## config.mk

```make
export PLATFORM = sky130hd
export DESIGN_NAME = cts_supervisor
export DESIGN_NICKNAME = d
export VERILOG_FILES = /design/src/cts_tick_div.v /design/src/cts_frame_rx.v /design/src/cts_supervisor.v
export VERILOG_INCLUDE_DIRS = /design/src
export SDC_FILE = /design/constraint.sdc
export NUM_CORES = 1
export LEC_CHECK = 0
export ABC_AREA = 1
export CAP_MARGIN = 20
export CORE_MARGIN = 5
export CORE_UTILIZATION = 34
export CTS_CLUSTER_SIZE = 25
export DETAILED_ROUTE_END_ITERATION = 16
export DONT_BUFFER_PORTS = 1
export GPL_TIMING_DRIVEN = 0
export PLACE_DENSITY = 0.57
export SYNTH_ARGS = -nofsm -noshare
export SYNTH_HDL_FRONTEND = slang
export SYNTH_HIERARCHICAL = 1
export SYNTH_SLANG_ARGS = --single-unit
```

## constraint.sdc

```tcl
create_clock -name clk -period 12.6 [get_ports clk]
set_input_delay 0.63 -clock clk [delete_from_list [all_inputs] [get_ports clk]]
set_output_delay 0.63 -clock clk [all_outputs]
set_load 0.05 [all_outputs]
```

## src/cts_regs.vh

```
// Constants for the communication timeout supervisor
`ifndef CTS_REGS_VH
`define CTS_REGS_VH
`define CTS_CLK_KHZ 40000
`define CTS_TICK_MS 1000
`define CTS_TICK_CYCLES (`CTS_TICK_MS * `CTS_CLK_KHZ)
`define CTS_BOOT_CYCLES 2'd3
`define CTS_EXT_CMD 8'hf8
`define CTS_CFG_B2 8'h05
`define CTS_RD_B2 8'h00
`define CTS_SUP_B3 8'h09
`define CTS_RST_B1 8'h99
`define CTS_RST_B3 8'h00
`define CTS_CFG_LEN 5'd16
`define CTS_RD_LEN 5'd6
`define CTS_RST_LEN 5'd4
`define CTS_CFG_RSP_LEN 5'd8
`define CTS_RD_RSP_LEN 5'd16
`define CTS_FL_RSVD 7
`define CTS_FL_RST_COMM 6
`define CTS_FL_RST_CTRL 5
`define CTS_FL_LINE_B 4
`define CTS_FL_LINE_A 3
`define CTS_FL_AOUT2 1
`define CTS_FL_AOUT1 0
`define CTS_LN_LEVEL 7
`define CTS_LINES 23
`define CTS_GRP_EXT_LO 8
`define CTS_GRP_CTRL_LO 16
`define CTS_GRP_MUX_LO 20
`define CTS_AO_EN 15
`define CTS_RK_HARD 1
`define CTS_RK_SOFT 0
`define CTS_ERR_NONE 8'h00
`define CTS_ERR_CSUM 8'h01
`define CTS_ERR_PARAM 8'h02
`define CTS_REG_CTRL 4'h0
`define CTS_REG_STAT 4'h4
`define CTS_REG_COUNT 4'h8
`define CTS_REG_LIMIT 4'hc
`define CTS_CTRL_HOLD 0
`define CTS_CTRL_CLR 1
`define CTS_STAT_EN 0
`define CTS_STAT_EXP 1
`define CTS_STAT_FORCED 2
`endif

```

## src/cts_tick_div.v

```verilog
// Divider giving the supervisor its slow tick enable
`timescale 1ns/1ps
`include "cts_regs.vh"
module cts_tick_div #(
  parameter [31:0] CYCLES = `CTS_TICK_CYCLES
) (
  input wire clk,
  input wire rst_n,
  output wire tick
);
  reg [31:0] cnt_q;
  reg tick_q;

  // One-cycle pulse every CYCLES clocks
  always @(posedge clk) begin
    if (!rst_n) begin
      cnt_q <= 32'h00000000;
      tick_q <= 1'b0;
    end else if (cnt_q == CYCLES - 32'h00000001) begin
      cnt_q <= 32'h00000000;
      tick_q <= 1'b1;
    end else begin
      cnt_q <= cnt_q + 32'h00000001;
      tick_q <= 1'b0;
    end
  end

  assign tick = tick_q;
endmodule

```

## src/cts_frame_rx.v

```verilog
// Command frame capture with running byte and word sums
`timescale 1ns/1ps
module cts_frame_rx (
  input wire clk,
  input wire rst_n,
  input wire [7:0] rx_byte,
  input wire rx_valid,
  input wire rx_last,
  output wire [127:0] frame_bytes,
  output wire [4:0] frame_len,
  output wire frame_done,
  output wire [7:0] sum_hdr,
  output wire [7:0] sum_short,
  output wire [15:0] sum_body
);
  reg [7:0] buf_q [0:15];
  reg [4:0] idx_q;
  reg [4:0] len_q;
  reg done_q;
  reg [7:0] hdr_q;
  reg [7:0] all_q;
  reg [15:0] body_q;
  genvar g;

  // Bytes past the sixteenth are counted, not stored
  always @(posedge clk) begin
    if (rx_valid && idx_q < 5'd16) begin
      buf_q[idx_q[3:0]] <= rx_byte;
    end
  end

  // Position, length and sums; byte 0 carries the check itself
  always @(posedge clk) begin
    if (!rst_n) begin
      idx_q <= 5'd0;
      len_q <= 5'd0;
      done_q <= 1'b0;
      hdr_q <= 8'h00;
      all_q <= 8'h00;
      body_q <= 16'h0000;
    end else begin
      done_q <= 1'b0;
      if (rx_valid) begin
        if (idx_q == 5'd0) begin
          hdr_q <= 8'h00;
          all_q <= 8'h00;
          body_q <= 16'h0000;
        end else begin
          all_q <= all_q + rx_byte;
          if (idx_q < 5'd6) begin
            hdr_q <= hdr_q + rx_byte;
          end else begin
            body_q <= body_q + {8'h00, rx_byte};
          end
        end
        if (rx_last) begin
          done_q <= 1'b1;
          len_q <= idx_q + 5'd1;
          idx_q <= 5'd0;
        end else if (idx_q != 5'd30) begin
          idx_q <= idx_q + 5'd1;
        end
      end
    end
  end

  // Flatten the byte buffer
  generate
    for (g = 0; g < 16; g = g + 1) begin : g_flat
      assign frame_bytes[8*g +: 8] = buf_q[g];
    end
  endgenerate

  assign frame_len = len_q;
  assign frame_done = done_q;
  assign sum_hdr = hdr_q;
  assign sum_short = all_q;
  assign sum_body = body_q;
endmodule

```

## src/cts_supervisor.v

```verilog
// Communication timeout supervisor: frame decode, counter and actions
`timescale 1ns/1ps
`include "cts_regs.vh"
// Notes on behaviour
// RULE_01 - Supervisor runs only while the action flags byte is nonzero.
// RULE_02 - Every arriving command frame clears the counter.
// RULE_03 - Outgoing sample packets never clear the counter.
// RULE_04 - Host sends some command periodically while streaming.
// RULE_05 - Counter reaching the limit fires every selected action.
// RULE_06 - Counter ticks about once per second; limit 1 to 65535.
// RULE_07 - Flag bits: 6 comm, 5 control, 4 line B, 3 line A, 1/0 analog.
// RULE_08 - Line action: bit 7 level, bits 4-0 line number 0-22.
// RULE_09 - Lines 0-7, 8-15, 16-19, 20-22 map to the four groups.
// RULE_10 - Analog setting: low byte, then upper nibble plus enable bit 7.
// RULE_11 - Either enable bit enables both outputs; both clear floats them.
// RULE_12 - Bytes 7-10 kept in storage; a change rewrites storage.
// RULE_13 - Host avoids frequent setting changes; storage wears out.
// RULE_14 - Defaults jumper at power-up zeroes bytes 7-10, restores factory.
// RULE_15 - Configure frame header, payload bytes 7-15, echo plus flags.
// RULE_16 - Readback frame answers error code and all settings.
// RULE_17 - Restart frame: bit 1 hard, bit 0 soft, both processors.
// RULE_18 - Frames failing sum checks are not applied; error returned.
module cts_supervisor #(
  parameter [31:0] TICK_CYCLES = `CTS_TICK_CYCLES
) (
  input wire clk,
  input wire rst_n,
  input wire [3:0] addr,
  input wire [31:0] wdata,
  input wire wr,
  input wire rd,
  output wire [31:0] rdata,
  input wire [7:0] rx_byte,
  input wire rx_valid,
  input wire rx_last,
  output wire [7:0] resp_byte,
  output wire resp_valid,
  output wire resp_last,
  input wire resp_ready,
  input wire defaults_jumper,
  input wire [7:0] nv_flags_in,
  input wire [15:0] nv_limit_in,
  input wire [7:0] nv_line_a_in,
  output wire nv_commit,
  output wire [7:0] nv_flags,
  output wire [15:0] nv_limit,
  output wire [7:0] nv_line_a,
  output wire factory_restore,
  output wire reset_comm,
  output wire reset_control,
  output wire restart_hard,
  output wire restart_soft,
  output wire [7:0] flexible_line_group_out,
  output wire [7:0] flexible_line_group_oe,
  output wire [7:0] extended_line_group_out,
  output wire [7:0] extended_line_group_oe,
  output wire [3:0] control_line_group_out,
  output wire [3:0] control_line_group_oe,
  output wire [2:0] multiplexer_line_group_out,
  output wire [2:0] multiplexer_line_group_oe,
  output wire [11:0] aout_first_code,
  output wire [11:0] aout_second_code,
  output wire aout_enable,
  output wire aout_load
);
  wire [127:0] fb;
  wire [4:0] flen;
  wire fdone;
  wire [7:0] sum_hdr;
  wire [7:0] sum_short;
  wire [15:0] sum_body;
  wire tick;
  reg [7:0] timeout_action_flags;
  reg [15:0] expiry_count_limit;
  reg [7:0] line_action_a;
  reg [7:0] line_action_b;
  reg [15:0] analog_output_first_setting;
  reg [15:0] analog_output_second_setting;
  reg [15:0] count_q;
  reg fire_q;
  reg hold_q;
  reg expired_q;
  reg jmp_s1_q;
  reg jmp_s2_q;
  reg [1:0] boot_q;
  reg commit_q;
  reg factory_q;
  reg rst_comm_q;
  reg rst_ctrl_q;
  reg hard_q;
  reg soft_q;
  reg [22:0] force_q;
  reg [22:0] level_q;
  reg [11:0] ao1_q;
  reg [11:0] ao2_q;
  reg ao_en_q;
  reg ao_load_q;
  reg [127:0] resp_q;
  reg [4:0] resp_cnt_q;
  reg [31:0] rdata_q;
  reg [127:0] rn;
  reg [4:0] rl;
  reg [7:0] cs8;
  reg [15:0] cs16;
  integer k;
  genvar g;

  cts_frame_rx u_rx (
    .clk(clk),
    .rst_n(rst_n),
    .rx_byte(rx_byte),
    .rx_valid(rx_valid),
    .rx_last(rx_last),
    .frame_bytes(fb),
    .frame_len(flen),
    .frame_done(fdone),
    .sum_hdr(sum_hdr),
    .sum_short(sum_short),
    .sum_body(sum_body)
  );

  // RULE_06 slow tick
  cts_tick_div #(
    .CYCLES(TICK_CYCLES)
  ) u_div (
    .clk(clk),
    .rst_n(rst_n),
    .tick(tick)
  );

  // Frame classification from the captured header bytes
  wire is_ext = fb[15:8] == `CTS_EXT_CMD;
  wire is_sup = is_ext && fb[31:24] == `CTS_SUP_B3;
  // RULE_15 configure header
  wire is_cfg = is_sup && fb[23:16] == `CTS_CFG_B2 && flen == `CTS_CFG_LEN;
  // RULE_16 readback header
  wire is_rd = is_sup && fb[23:16] == `CTS_RD_B2 && flen == `CTS_RD_LEN;
  // RULE_17 restart header
  wire is_rst = fb[15:8] == `CTS_RST_B1 && fb[31:24] == `CTS_RST_B3 &&
                flen == `CTS_RST_LEN;
  // RULE_18 sum checks
  wire ext_ok = fb[7:0] == sum_hdr && fb[47:32] == sum_body;
  wire rst_ok = fb[7:0] == sum_short;
  // RULE_07 reserved flag bit must be zero
  wire cfg_bad = fb[56 + `CTS_FL_RSVD];
  wire cfg_take = fdone && is_cfg && ext_ok && !cfg_bad;
  wire rst_take = fdone && is_rst && rst_ok;
  wire [7:0] cfg_err = !ext_ok ? `CTS_ERR_CSUM :
                       cfg_bad ? `CTS_ERR_PARAM : `CTS_ERR_NONE;
  wire [7:0] rd_err = ext_ok ? `CTS_ERR_NONE : `CTS_ERR_CSUM;
  wire [7:0] rst_err = rst_ok ? `CTS_ERR_NONE : `CTS_ERR_CSUM;
  // RULE_12 stored part is bytes 7 to 10
  wire nv_change = fb[87:56] !=
                   {line_action_a, expiry_count_limit[15:8],
                    expiry_count_limit[7:0], timeout_action_flags};
  // RULE_01 enabled whenever any flag is set
  wire sup_enabled = timeout_action_flags != 8'h00;
  wire boot_now = boot_q == `CTS_BOOT_CYCLES - 2'd1;

  // Defaults jumper is a pin; two stages before use
  always @(posedge clk) begin
    if (!rst_n) begin
      jmp_s1_q <= 1'b0;
      jmp_s2_q <= 1'b0;
      boot_q <= 2'd0;
    end else begin
      jmp_s1_q <= defaults_jumper;
      jmp_s2_q <= jmp_s1_q;
      if (boot_q != `CTS_BOOT_CYCLES) begin
        boot_q <= boot_q + 2'd1;
      end
    end
  end

  // Settings: bytes 7-10 loaded from storage at boot, then all from configure frames
  always @(posedge clk) begin
    if (!rst_n) begin
      timeout_action_flags <= 8'h00;
      expiry_count_limit <= 16'h0000;
      line_action_a <= 8'h00;
      line_action_b <= 8'h00;
      analog_output_first_setting <= 16'h0000;
      analog_output_second_setting <= 16'h0000;
      commit_q <= 1'b0;
      factory_q <= 1'b0;
    end else begin
      commit_q <= 1'b0;
      factory_q <= 1'b0;
      if (boot_now) begin
        if (jmp_s2_q) begin
          // RULE_14 jumper zeroes stored bytes
          timeout_action_flags <= 8'h00;
          expiry_count_limit <= 16'h0000;
          line_action_a <= 8'h00;
          commit_q <= 1'b1;
          factory_q <= 1'b1;
        end else begin
          timeout_action_flags <= nv_flags_in;
          expiry_count_limit <= nv_limit_in;
          line_action_a <= nv_line_a_in;
        end
      end else if (cfg_take) begin
        // RULE_10 low byte first in each pair
        timeout_action_flags <= fb[63:56];
        expiry_count_limit <= fb[79:64];
        line_action_a <= fb[87:80];
        line_action_b <= fb[95:88];
        analog_output_first_setting <= fb[111:96];
        analog_output_second_setting <= fb[127:112];
        // RULE_12 rewrite only on change, to spare wear
        commit_q <= nv_change;
      end
    end
  end

  // Supervisor counter; limit zero never expires
  always @(posedge clk) begin
    if (!rst_n) begin
      count_q <= 16'h0000;
      fire_q <= 1'b0;
    end else begin
      fire_q <= 1'b0;
      // RULE_02 any frame clears; RULE_03 sends are not frames
      if (fdone || !sup_enabled) begin
        count_q <= 16'h0000;
      end else if (tick && !hold_q) begin
        // RULE_05 expiry on reaching the limit
        if (expiry_count_limit != 16'h0000 &&
            count_q == expiry_count_limit - 16'h0001) begin
          count_q <= 16'h0000;
          fire_q <= 1'b1;
        end else begin
          count_q <= count_q + 16'h0001;
        end
      end
    end
  end

  // Processor resets, analog load and restart pulses
  always @(posedge clk) begin
    if (!rst_n) begin
      rst_comm_q <= 1'b0;
      rst_ctrl_q <= 1'b0;
      hard_q <= 1'b0;
      soft_q <= 1'b0;
      ao1_q <= 12'h000;
      ao2_q <= 12'h000;
      ao_en_q <= 1'b0;
      ao_load_q <= 1'b0;
    end else begin
      // RULE_07 processor reset selects
      rst_comm_q <= fire_q && timeout_action_flags[`CTS_FL_RST_COMM];
      rst_ctrl_q <= fire_q && timeout_action_flags[`CTS_FL_RST_CTRL];
      // RULE_17 restart acts on both processors
      hard_q <= rst_take && fb[16 + `CTS_RK_HARD];
      soft_q <= rst_take && fb[16 + `CTS_RK_SOFT];
      ao_load_q <= 1'b0;
      if (fire_q && (timeout_action_flags[`CTS_FL_AOUT1] ||
                     timeout_action_flags[`CTS_FL_AOUT2])) begin
        ao_load_q <= 1'b1;
        if (timeout_action_flags[`CTS_FL_AOUT1]) begin
          ao1_q <= analog_output_first_setting[11:0];
        end
        if (timeout_action_flags[`CTS_FL_AOUT2]) begin
          ao2_q <= analog_output_second_setting[11:0];
        end
        // RULE_11 shared enable for both outputs
        ao_en_q <= analog_output_first_setting[`CTS_AO_EN] ||
                   analog_output_second_setting[`CTS_AO_EN];
      end
    end
  end

  // Per-line forcing; line B wins when both name one line
  generate
    for (g = 0; g < `CTS_LINES; g = g + 1) begin : g_line
      wire hit_a = timeout_action_flags[`CTS_FL_LINE_A] &&
                   line_action_a[4:0] == g;
      wire hit_b = timeout_action_flags[`CTS_FL_LINE_B] &&
                   line_action_b[4:0] == g;
      // RULE_08 level from bit 7, number from bits 4-0
      always @(posedge clk) begin
        if (!rst_n) begin
          force_q[g] <= 1'b0;
          level_q[g] <= 1'b0;
        end else if (fire_q && hit_b) begin
          force_q[g] <= 1'b1;
          level_q[g] <= line_action_b[`CTS_LN_LEVEL];
        end else if (fire_q && hit_a) begin
          force_q[g] <= 1'b1;
          level_q[g] <= line_action_a[`CTS_LN_LEVEL];
        end
      end
    end
  endgenerate

  // Response image with its own sums, built from the current frame
  always @* begin
    rn = 128'h0;
    rl = 5'd0;
    cs8 = 8'h00;
    cs16 = 16'h0000;
    if (is_rst) begin
      rn[15:8] = `CTS_RST_B1;
      rn[31:24] = rst_err;
      rl = `CTS_RST_LEN;
      for (k = 1; k < 4; k = k + 1) begin
        cs8 = cs8 + rn[8*k +: 8];
      end
    end else if (is_cfg || is_rd) begin
      rn[15:8] = `CTS_EXT_CMD;
      rn[23:16] = `CTS_CFG_B2;
      rn[31:24] = `CTS_SUP_B3;
      if (is_cfg) begin
        rn[55:48] = cfg_err;
        rn[63:56] = cfg_take ? fb[63:56] : timeout_action_flags;
        rl = `CTS_CFG_RSP_LEN;
      end else begin
        rn[55:48] = rd_err;
        rn[127:56] = {analog_output_second_setting,
                      analog_output_first_setting, line_action_b,
                      line_action_a, expiry_count_limit,
                      timeout_action_flags};
        rl = `CTS_RD_RSP_LEN;
      end
      for (k = 6; k < 16; k = k + 1) begin
        if (k < rl) begin
          cs16 = cs16 + {8'h00, rn[8*k +: 8]};
        end
      end
      rn[47:32] = cs16;
      for (k = 1; k < 6; k = k + 1) begin
        cs8 = cs8 + rn[8*k +: 8];
      end
    end
    rn[7:0] = cs8;
  end

  // Response shifter; a new restart, configure or readback frame replaces an unfinished answer
  always @(posedge clk) begin
    if (!rst_n) begin
      resp_q <= 128'h0;
      resp_cnt_q <= 5'd0;
    end else if (fdone && rl != 5'd0) begin
      resp_q <= rn;
      resp_cnt_q <= rl;
    end else if (resp_cnt_q != 5'd0 && resp_ready) begin
      resp_q <= {8'h00, resp_q[127:8]};
      resp_cnt_q <= resp_cnt_q - 5'd1;
    end
  end

  // Register port: hold control, sticky expiry
  always @(posedge clk) begin
    if (!rst_n) begin
      hold_q <= 1'b0;
      expired_q <= 1'b0;
    end else begin
      if (wr && addr == `CTS_REG_CTRL) begin
        hold_q <= wdata[`CTS_CTRL_HOLD];
      end
      // Set wins over a clear in the same cycle
      if (fire_q) begin
        expired_q <= 1'b1;
      end else if (wr && addr == `CTS_REG_CTRL && wdata[`CTS_CTRL_CLR]) begin
        expired_q <= 1'b0;
      end
    end
  end

  // Read data one cycle after the strobe, zero elsewhere
  always @(posedge clk) begin
    if (!rst_n) begin
      rdata_q <= 32'h00000000;
    end else begin
      rdata_q <= 32'h00000000;
      if (rd) begin
        case (addr)
          `CTS_REG_CTRL: rdata_q <= {31'h0, hold_q};
          `CTS_REG_STAT: rdata_q <= {29'h0, |force_q, expired_q, sup_enabled};
          `CTS_REG_COUNT: rdata_q <= {16'h0000, count_q};
          `CTS_REG_LIMIT: rdata_q <= {16'h0000, expiry_count_limit};
          default: rdata_q <= 32'h00000000;
        endcase
      end
    end
  end

  assign rdata = rdata_q;
  assign resp_byte = resp_q[7:0];
  assign resp_valid = resp_cnt_q != 5'd0;
  assign resp_last = resp_cnt_q == 5'd1;
  assign nv_commit = commit_q;
  assign nv_flags = timeout_action_flags;
  assign nv_limit = expiry_count_limit;
  assign nv_line_a = line_action_a;
  assign factory_restore = factory_q;
  assign reset_comm = rst_comm_q;
  assign reset_control = rst_ctrl_q;
  assign restart_hard = hard_q;
  assign restart_soft = soft_q;
  // RULE_09 line number to group mapping
  assign flexible_line_group_out = level_q[`CTS_GRP_EXT_LO-1:0];
  assign flexible_line_group_oe = force_q[`CTS_GRP_EXT_LO-1:0];
  assign extended_line_group_out = level_q[`CTS_GRP_CTRL_LO-1:`CTS_GRP_EXT_LO];
  assign extended_line_group_oe = force_q[`CTS_GRP_CTRL_LO-1:`CTS_GRP_EXT_LO];
  assign control_line_group_out = level_q[`CTS_GRP_MUX_LO-1:`CTS_GRP_CTRL_LO];
  assign control_line_group_oe = force_q[`CTS_GRP_MUX_LO-1:`CTS_GRP_CTRL_LO];
  assign multiplexer_line_group_out = level_q[`CTS_LINES-1:`CTS_GRP_MUX_LO];
  assign multiplexer_line_group_oe = force_q[`CTS_LINES-1:`CTS_GRP_MUX_LO];
  assign aout_first_code = ao1_q;
  assign aout_second_code = ao2_q;
  assign aout_enable = ao_en_q;
  assign aout_load = ao_load_q;
endmodule

```

==> results_tabular.tex, run 1 <==
\begin{tabular}{lr}
\hline
Metric & Value \\
\hline
\multicolumn{2}{l}{\textbf{Clock network}} \\
\quad Reg clk slew, reported paths & 0.07 ns \\
\quad Clock sink count & 518 \\
\quad Clock tree from TritonCTS & yes \\
\quad Root Buffer Master & sky130\_fd\_sc\_hd\_\_clkbuf\_16 \\
\quad Hold-fix buffers, CTS & 0 \\
\quad Later-pin clock latency in the skew report & 0.62 ns \\
\quad Htree depth & 2 \\
\quad Number of CTS-inserted buffers & 59 \\
\quad Buffers from clock root to sink, at most & 3 \\
\multicolumn{2}{l}{\textbf{Worst setup path}} \\
\quad Slack of the worst reg-to-reg path & 0.80 ns \\
\quad Slowest stage cell on the critical path & sky130\_fd\_sc\_hd\_\_edfxtp\_1 \\
\quad Startpoint-to-endpoint class of the critical path & flip-flop to flip-flop \\
\quad Crit path arrival time & 12.30 ns \\
\quad Type of destination of the critical path & flip-flop \\
\quad Longest individual stage delay on the worst path & 0.38 ns \\
\quad Kind of launch point of the worst setup path & flip-flop \\
\quad Critical Path Fanout Max & 8 \\
\quad Critical R2R Launch & u\_rx/buf\_q[2][1]\$\_DFFE\_PP\_ \\
\quad Capture instance of the worst register-to-register path & resp\_q[7]\$\_SDFFE\_PN0P\_ \\
\quad Worst setup path startpoint & u\_rx/buf\_q[2][1]\$\_DFFE\_PP\_ \\
\quad CP dominant cell by count & sky130\_fd\_sc\_hd\_\_nand2\_1 \\
\quad CP required & 13.09 ns \\
\quad Critical path destination & resp\_q[7]\$\_SDFFE\_PN0P\_ \\
\quad Worst Reg2Reg Path Length in Cells & 83 \\
\multicolumn{2}{l}{\textbf{GRT}} \\
\quad GRT Max-Usage Layer & met2 \\
\quad GRT Total Usage & 20.9\% \\
\quad Global-route wire length before repair & 145,000 µm \\
\quad Met2 GRT Util & 34.7\% \\
\quad Largest net degree at the start of global routing & 21 \\
\quad Via count of the first global-routing pass & 24,086 \\
\quad Met1 track demand over resource & 27.4\% \\
\quad Residual overflow from global routing & 0 \\
\quad Met3 Track Usage GR & 3.93\% \\
\quad Antenna violations before repair & 1 \\
\multicolumn{2}{l}{\textbf{Floorplan}} \\
\quad Ports placed on the boundary & 236 \\
\quad Standard-cell row count & 105 \\
\quad Die Ht & 298 µm \\
\quad Starting utilization of the core area & 34.3\% \\
\quad Full die area & 0.0887 mm² \\
\quad Core ar. & 0.0821 mm² \\
\quad Die span in x & 298 µm \\
\multicolumn{2}{l}{\textbf{Placed design}} \\
\quad Placer congestion estimate & 0.950 \\
\quad Half-perimeter wire length of the detailed placement result & 75,000 µm \\
\quad \# port buffers & 0 \\
\quad Worst setup slack after placement & -0.0836 ns \\
\multicolumn{2}{l}{\textbf{Synth}} \\
\quad Mean area per synthesized cell & 7.36 µm² \\
\quad Warnings from Yosys & 6 \\
\quad Number of standard cells after synthesis & 3,825 \\
\quad Synth Cell Area & 0.0282 mm² \\
\multicolumn{2}{l}{\textbf{Routing}} \\
\quad Final wirelength & 97,400 µm \\
\quad Average routed wire per standard cell & 19.3 µm \\
\quad First-pass detailed-route iteration total & 6 \\
\quad First DRT Iteration DRCs & 2,176 \\
\quad Via count & 25,682 \\
\quad Remaining routing DRC violations & 0 \\
\quad Via density & 5.10 \\
\quad ANT nets after route & 0 \\
\multicolumn{2}{l}{\textbf{Timing}} \\
\quad Worst Setup Slack, final & 0.797 ns \\
\quad Final TNS setup & 0 ns \\
\quad Total count of max-transition violations in the final report & 0 \\
\quad Number of endpoints with negative hold slack in the final report & 0 \\
\quad Achievable clock frequency & 84.7 MHz \\
\quad Worst Max-Slew Pin Slew & 1.14 ns \\
\quad Worst setup skew after layout & 0.0120 ns \\
\quad Slew Limit Headroom & 23.7\% \\
\quad Period utilisation layout & 93.7\% \\
\quad Final count of negative-setup-slack endpoints & 0 \\
\quad Min Clock Period, post-route & 11.80 ns \\
\multicolumn{2}{l}{\textbf{Power}} \\
\quad Pwr per Cell Area & 159 mW/mm² \\
\quad Maximum vdd drop & 0.000122 V \\
\quad Leakage power & 13.2 nW \\
\multicolumn{2}{l}{\textbf{Flow run}} \\
\quad Count of maximum capacitance violations & 0 \\
\multicolumn{2}{l}{\textbf{Finish}} \\
\quad Layout net count & 4,126 \\
\quad Layout cell share with drive strength beyond 1 & 7.09\% \\
\quad Post-synthesis to final-layout area growth & 13.6\% \\
\quad End-of-flow core utilization & 39.0\% \\
\multicolumn{2}{l}{\textbf{Outcome}} \\
\quad Outcome & complete, no violations \\
\multicolumn{2}{l}{\textbf{Min path}} \\
\quad Class of the most critical hold timing path & primary input to flip-flop \\
\hline
\end{tabular}
==> state kept, by name (all words and copies together), names as in the netlist, 12 cells and up <==
register / flops
resp_q: 128
u_rx/buf_q: 120
u_div/cnt_q: 32
analog_output_first_setting: 16
analog_output_second_setting: 16
count_q: 16
nv_limit: 16
rdata: 16
u_rx/sum_body: 16
aout_first_code: 12
aout_second_code: 12
==> final cells by class <==
type | count | area (µm²)
Sequential cell | 518 | 11600
Clock inverter | 25 | 319
Timing Repair Buffer | 11 | 80.1
Multi-Input combinational cell | 2648 | 14100
Clock buffer | 86 | 1880
Fill cell | 8540 | 50100
Buffer | 159 | 746
Inverter | 517 | 1950
Antenna cell | 1 | 2.50
Tap cell | 1070 | 1340
==> cells in the final DEF (no fill, tap or decap), drive strengths merged, types with 20 or more instances in the layout <==
cell and instances:
o22ai 20, nand3 153, inv 516, o21ai 277
a211oi 47, dfxtp 398, nand3b 23, clkbuf 208
ha 115, nand2 793, xnor2 40, nor2 511
nand4 28, or2 22, a21oi 339, xor2 75
a31oi 23, buf 48, nor3 35, edfxtp 120
==> worst max-delay path, delay by kind of cell (launching register included) <==
family,cells,cell delay (ns)
adder cells (fa/ha/maj),13,3.85
AND/OR/NAND/NOR,36,3.75
AO/OA/AOI/OAI,11,1.46
buffers and inverters,16,1.18
XOR/XNOR,7,1.04
flip-flops,1,0.38
==> per-layer routing <==
metal  wire [µm]  vias up  part of all wire (%)
met5           0        -                     0
met4        3430        0                   3.5
met3        6900      167                   7.1
met2       44700      805                    46
met1       42400    12084                    44
li1            -    12626                     -
==> per-stage QoR <==
stage	area, µm²	hold slack [ns]	std cells	power, W
final	32000	0.107	5035	0.00509
after global routing	32000	0.0727	5035	0.00533
after CTS	31800	0.0650	5024	0.00510
after detailed placement	29600	0.417	4913	0.00319
after global placement	29600	0.411	4912	0.00318
after floorplan	28200	0.390	3842	0.00285
==> what timing repair did <==
action | in CTS | in global routing
resized for setup | 1 | 50
setup buffers | 0 | 10
endpoints found under the setup margin | 2 | 6
pin swaps | 0 | 7
==> where the power goes <==
part / switching [W] / leakage, nW / internal (W)
sequential: 0.000137 / 4.32 / 0.00186
combinational: 0.000799 / 7.78 / 0.000386
clock: 0.000742 / 1.08 / 0.00116
total: 0.00168 / 13.2 / 0.00341
==> worst min path at each step <==
stage / endpoint / cells past startpoint / start / slack [ns]
global route: u_rx/buf_q[5][1]$_DFFE_PP_ / 0 / rx_byte[1] / 0.07
global placement: jmp_s2_q$_SDFF_PN0_ / 2 / jmp_s1_q$_SDFF_PN0_ / 0.41
floorplan: jmp_s2_q$_SDFF_PN0_ / 2 / jmp_s1_q$_SDFF_PN0_ / 0.39
detailed placement: jmp_s2_q$_SDFF_PN0_ / 2 / jmp_s1_q$_SDFF_PN0_ / 0.42
CTS: u_rx/buf_q[5][1]$_DFFE_PP_ / 0 / rx_byte[1] / 0.07
finish: u_rx/buf_q[14][2]$_DFFE_PP_ / 0 / rx_byte[2] / 0.11
(Power assumes the default switching activity.)
==> run 2: changes to the inputs <==
--- a/config.mk
+++ b/config.mk
@@ -17,5 +17,4 @@
 export PLACE_DENSITY = 0.57
 export SYNTH_ARGS = -nofsm -noshare
 export SYNTH_HDL_FRONTEND = slang
-export SYNTH_HIERARCHICAL = 1
 export SYNTH_SLANG_ARGS = --single-unit
==> run 2 against run 1 <==
Wire length is 2.1% lower. Count of clock-buffer cells in the layout is 6 lower. Sequential share of layout area is 1.5 points higher. Sequential power is 3% lower. Area after synthesis is 3.8% lower. Worst setup slack worse by 0.082 ns. Clock skew is 0.032 ns higher. Critical endpoint unchanged. Highest routed layer is now met5.
==> results_tabular.tex, run 2 <==
\begin{tabular}{lr}
\hline
Metric & Value \\
\hline
\multicolumn{2}{l}{\textbf{Power}} \\
\quad Maximum vdd drop & 0.000116 V \\
\quad Leakage power & 12.4 nW \\
\quad Pwr per Cell Area & 154 mW/mm² \\
\quad Overall Power & 0.00474 W \\
\multicolumn{2}{l}{\textbf{Timing}} \\
\quad Achievable clock frequency & 84.1 MHz \\
\quad Slew Limit Headroom & 20.2\% \\
\quad Min Clock Period, post-route & 11.89 ns \\
\quad Number of endpoints with negative hold slack in the final report & 0 \\
\quad Worst Setup Slack, final & 0.714 ns \\
\quad Period utilisation layout & 94.3\% \\
\quad Worst Max-Slew Pin Slew & 1.20 ns \\
\quad Worst setup skew after layout & 0.0436 ns \\
\quad Total count of max-transition violations in the final report & 0 \\
\quad Final count of negative-setup-slack endpoints & 0 \\
\multicolumn{2}{l}{\textbf{Routing}} \\
\quad First-pass detailed-route iteration total & 6 \\
\quad Via count & 24,386 \\
\quad First DRT Iteration DRCs & 2,337 \\
\quad Average routed wire per standard cell & 19.9 µm \\
\quad Remaining routing DRC violations & 0 \\
\quad ANT nets after route & 0 \\
\quad Via density & 5.08 \\
\quad Final wirelength & 95,400 µm \\
\multicolumn{2}{l}{\textbf{Synth}} \\
\quad Distinct cell type count of the synthesized netlist & 53 \\
\quad Seq/Total Area, Yosys & 42.7\% \\
\quad Ranking of synthesized cells by area & sky130\_fd\_sc\_hd\_\_dfxtp\_1 29\%, sky130\_fd\_sc\_hd\_\_edfxtp\_1 13\%, sky130\_fd\_sc\_hd\_\_nand2\_1 9.5\% \\
\quad Post-synthesis cell type with the largest combined area & sky130\_fd\_sc\_hd\_\_dfxtp\_1 \\
\quad Count of state elements after synthesis & 518 \\
\quad Share of async-settable or async-resettable flops after synthesis & 0\% \\
\quad Number of standard cells after synthesis & 3,613 \\
\quad Area fraction of the dominant cell type after synthesis & 29.4\% \\
\quad Predominant post-synthesis flop cell & sky130\_fd\_sc\_hd\_\_dfxtp\_1 \\
\quad Warnings from Yosys & 0 \\
\quad EDFF count, synth & 120 \\
\quad Synth Cell Area & 0.0271 mm² \\
\quad Mean area per synthesized cell & 7.50 µm² \\
\quad Top cells by count, synth & 689 x sky130\_fd\_sc\_hd\_\_nand2\_1, 461 x sky130\_fd\_sc\_hd\_\_inv\_1, 413 x sky130\_fd\_sc\_hd\_\_nor2\_1 \\
\quad Cell with the most instances after synthesis & sky130\_fd\_sc\_hd\_\_nand2\_1 \\
\multicolumn{2}{l}{\textbf{Finish}} \\
\quad Layout cell share with drive strength beyond 1 & 5.73\% \\
\quad Layout net count & 3,914 \\
\quad Commonest non-fill, non-tap cells in the layout & 688 x sky130\_fd\_sc\_hd\_\_nand2\_1, 460 x sky130\_fd\_sc\_hd\_\_inv\_1, 403 x sky130\_fd\_sc\_hd\_\_nor2\_1 \\
\quad Number of flip-flops under the largest register name & 128 \\
\quad Largest reg by FF count & resp\_q \\
\quad Post-synthesis to final-layout area growth & 13.2\% \\
\quad Commonest non-fill, non-tap cell in the layout & sky130\_fd\_sc\_hd\_\_nand2\_1 \\
\multicolumn{2}{l}{\textbf{Min path}} \\
\quad Launch point of the worst hold path & rx\_byte[6] \\
\quad Class of the most critical hold timing path & primary input to flip-flop \\
\quad Number of cells traversed by the worst hold path & 0 \\
\quad WHS Endpoint & u\_rx.buf\_q[5][6]\$\_DFFE\_PP\_ \\
\multicolumn{2}{l}{\textbf{GRT}} \\
\quad Largest net degree at the start of global routing & 20 \\
\quad GRT Max-Usage Layer & met2 \\
\quad Met2 GRT Util & 35.7\% \\
\quad Global-route wire length before repair & 142,000 µm \\
\quad GRT Total Usage & 21.3\% \\
\quad Via count of the first global-routing pass & 22,911 \\
\quad Met1 track demand over resource & 27.9\% \\
\quad Antenna violations before repair & 3 \\
\quad Residual overflow from global routing & 0 \\
\quad Met3 Track Usage GR & 4.10\% \\
\multicolumn{2}{l}{\textbf{Placed design}} \\
\quad Worst setup slack after placement & 0.0282 ns \\
\quad Half-perimeter wire length of the detailed placement result & 73,000 µm \\
\quad Placer congestion estimate & 0.922 \\
\quad \# port buffers & 0 \\
\multicolumn{2}{l}{\textbf{Worst setup path}} \\
\quad Capture instance of the worst register-to-register path & resp\_q[7]\$\_SDFFE\_PN0P\_ \\
\quad Kind of launch point of the worst setup path & flip-flop \\
\quad CP dominant cell by count & sky130\_fd\_sc\_hd\_\_nand2\_1 \\
\quad Slack of the worst reg-to-reg path & 0.71 ns \\
\quad Worst Reg2Reg Path Length in Cells & 65 \\
\quad Longest individual stage delay on the worst path & 0.56 ns \\
\quad CP required & 13.15 ns \\
\quad Critical Path Fanout Max & 7 \\
\quad Startpoint-to-endpoint class of the critical path & flip-flop to flip-flop \\
\quad Slowest stage cell on the critical path & sky130\_fd\_sc\_hd\_\_fa\_2 \\
\quad Critical R2R Launch & u\_rx.buf\_q[1][0]\$\_DFFE\_PP\_ \\
\quad Type of destination of the critical path & flip-flop \\
\quad Crit path arrival time & 12.43 ns \\
\multicolumn{2}{l}{\textbf{Floorplan}} \\
\quad Ports placed on the boundary & 236 \\
\quad Full die area & 0.0855 mm² \\
\quad Die Ht & 292 µm \\
\quad Core ar. & 0.0790 mm² \\
\quad Die span in x & 292 µm \\
\quad Starting utilization of the core area & 34.3\% \\
\quad Standard-cell row count & 103 \\
\multicolumn{2}{l}{\textbf{Clock network}} \\
\quad Htree depth & 2 \\
\quad Buffers from clock root to sink, at most & 3 \\
\quad Clock sink count & 518 \\
\quad Root Buffer Master & sky130\_fd\_sc\_hd\_\_clkbuf\_16 \\
\quad Later-pin clock latency in the skew report & 0.65 ns \\
\quad Clock tree from TritonCTS & yes \\
\quad Reg clk slew, reported paths & 0.06 ns \\
\quad Number of CTS-inserted buffers & 57 \\
\multicolumn{2}{l}{\textbf{Flow run}} \\
\quad Count of maximum capacitance violations & 0 \\
\multicolumn{2}{l}{\textbf{Outcome}} \\
\quad Outcome & complete, no violations \\
\hline
\end{tabular}
[run 2: logic make-up (layout without fill, tap and decap cells)]
kind of cell / after synthesis / in the layout / synth area share (%)
AND/OR/NAND/NOR: 1386 / 1386 / 21.3
AO/OA/AOI/OAI: 820 / 820 / 16.6
buffers and inverters: 640 / 759 / 9.20
flip-flops: 518 / 518 / 42.7
adder cells (fa/ha/maj): 128 / 128 / 6.27
XOR/XNOR: 120 / 120 / 3.88
other: 1 / 20 / 0.0138
[run 2: how the worst max path moves through the flow]
stage	from	end	slack, ns	cells past startpoint
4_1_cts	u_rx.buf_q[2][5]$_DFFE_PP_	resp_q[7]$_SDFFE_PN0P_	0.009	63
5_1_grt	u_rx.buf_q[3][5]$_DFFE_PP_	resp_q[7]$_SDFFE_PN0P_	-0.01	74
2_1_floorplan	u_rx.buf_q[2][7]$_DFFE_PP_	resp_q[7]$_SDFFE_PN0P_	2.15	65
6_report	u_rx.buf_q[1][0]$_DFFE_PP_	resp_q[7]$_SDFFE_PN0P_	0.71	65
3_5_place_dp	u_rx.buf_q[2][5]$_DFFE_PP_	resp_q[7]$_SDFFE_PN0P_	0.03	72
3_3_place_gp	u_rx.buf_q[2][5]$_DFFE_PP_	resp_q[7]$_SDFFE_PN0P_	0.18	63
[run 2: report_power, final]
group	switching, W	internal [W]
Sequential	0.000128	0.00183
Clock	0.000738	0.00104
Combinational	0.000669	0.000334
Total	0.00153	0.00320
[run 2: repair_timing]
item | CTS | global route
pin swaps | 0 | 7
gates cloned | 0 | 0
buffers inserted | 0 | 10
setup endpoints to repair | 1 | 6
gates resized for setup | 2 | 35
hold buffers | 0 | 0
[run 2: critical path, delay by kind of cell (launching register included)]
kind | cells | cell delay [ns]
DFF | 1 | 0.39
buffers and inverters | 8 | 0.65
AOI/OAI and AO/OA | 13 | 1.94
and+or+nand+nor | 26 | 3.03
xor gates and xnor gates | 5 | 0.83
adders and majority gates | 13 | 4.99
[run 2: per-stage QoR]
step	cell area (µm²)	util, %	setup TNS (ns)	std cells	hold slack [ns]
after floorplan	27200	-	0	3630	0.390
after global placement	28500	36.1	0	4680	0.401
after detailed placement	28500	36.1	0	4683	0.404
after CTS	30500	38.6	0	4789	0.0563
after global routing	30700	38.8	-0.0148	4800	0.0656
final	30700	38.8	0	4801	0.0962
[run 2: per-layer routing]
layer  vias to the layer above  share of wire, %  wire (µm)
li1                      12019                 -          -
met1                     11420                43      41100
met2                       795                46      44200
met3                       150               7.2       6880
met4                         2               3.5       3290
met5                         -             0.010         10
[run 2: final cells by class]
type                            instances  area (µm²)
Antenna cell                            2        5.00
Timing Repair Buffer                   13         113
Multi-Input combinational cell       2472       13200
Sequential cell                       518       11600
Clock inverter                         26         298
Clock buffer                           80        1700
Inverter                              481        1810
Tap cell                             1050        1310
Fill cell                            8224       48300
Buffer                                159         694
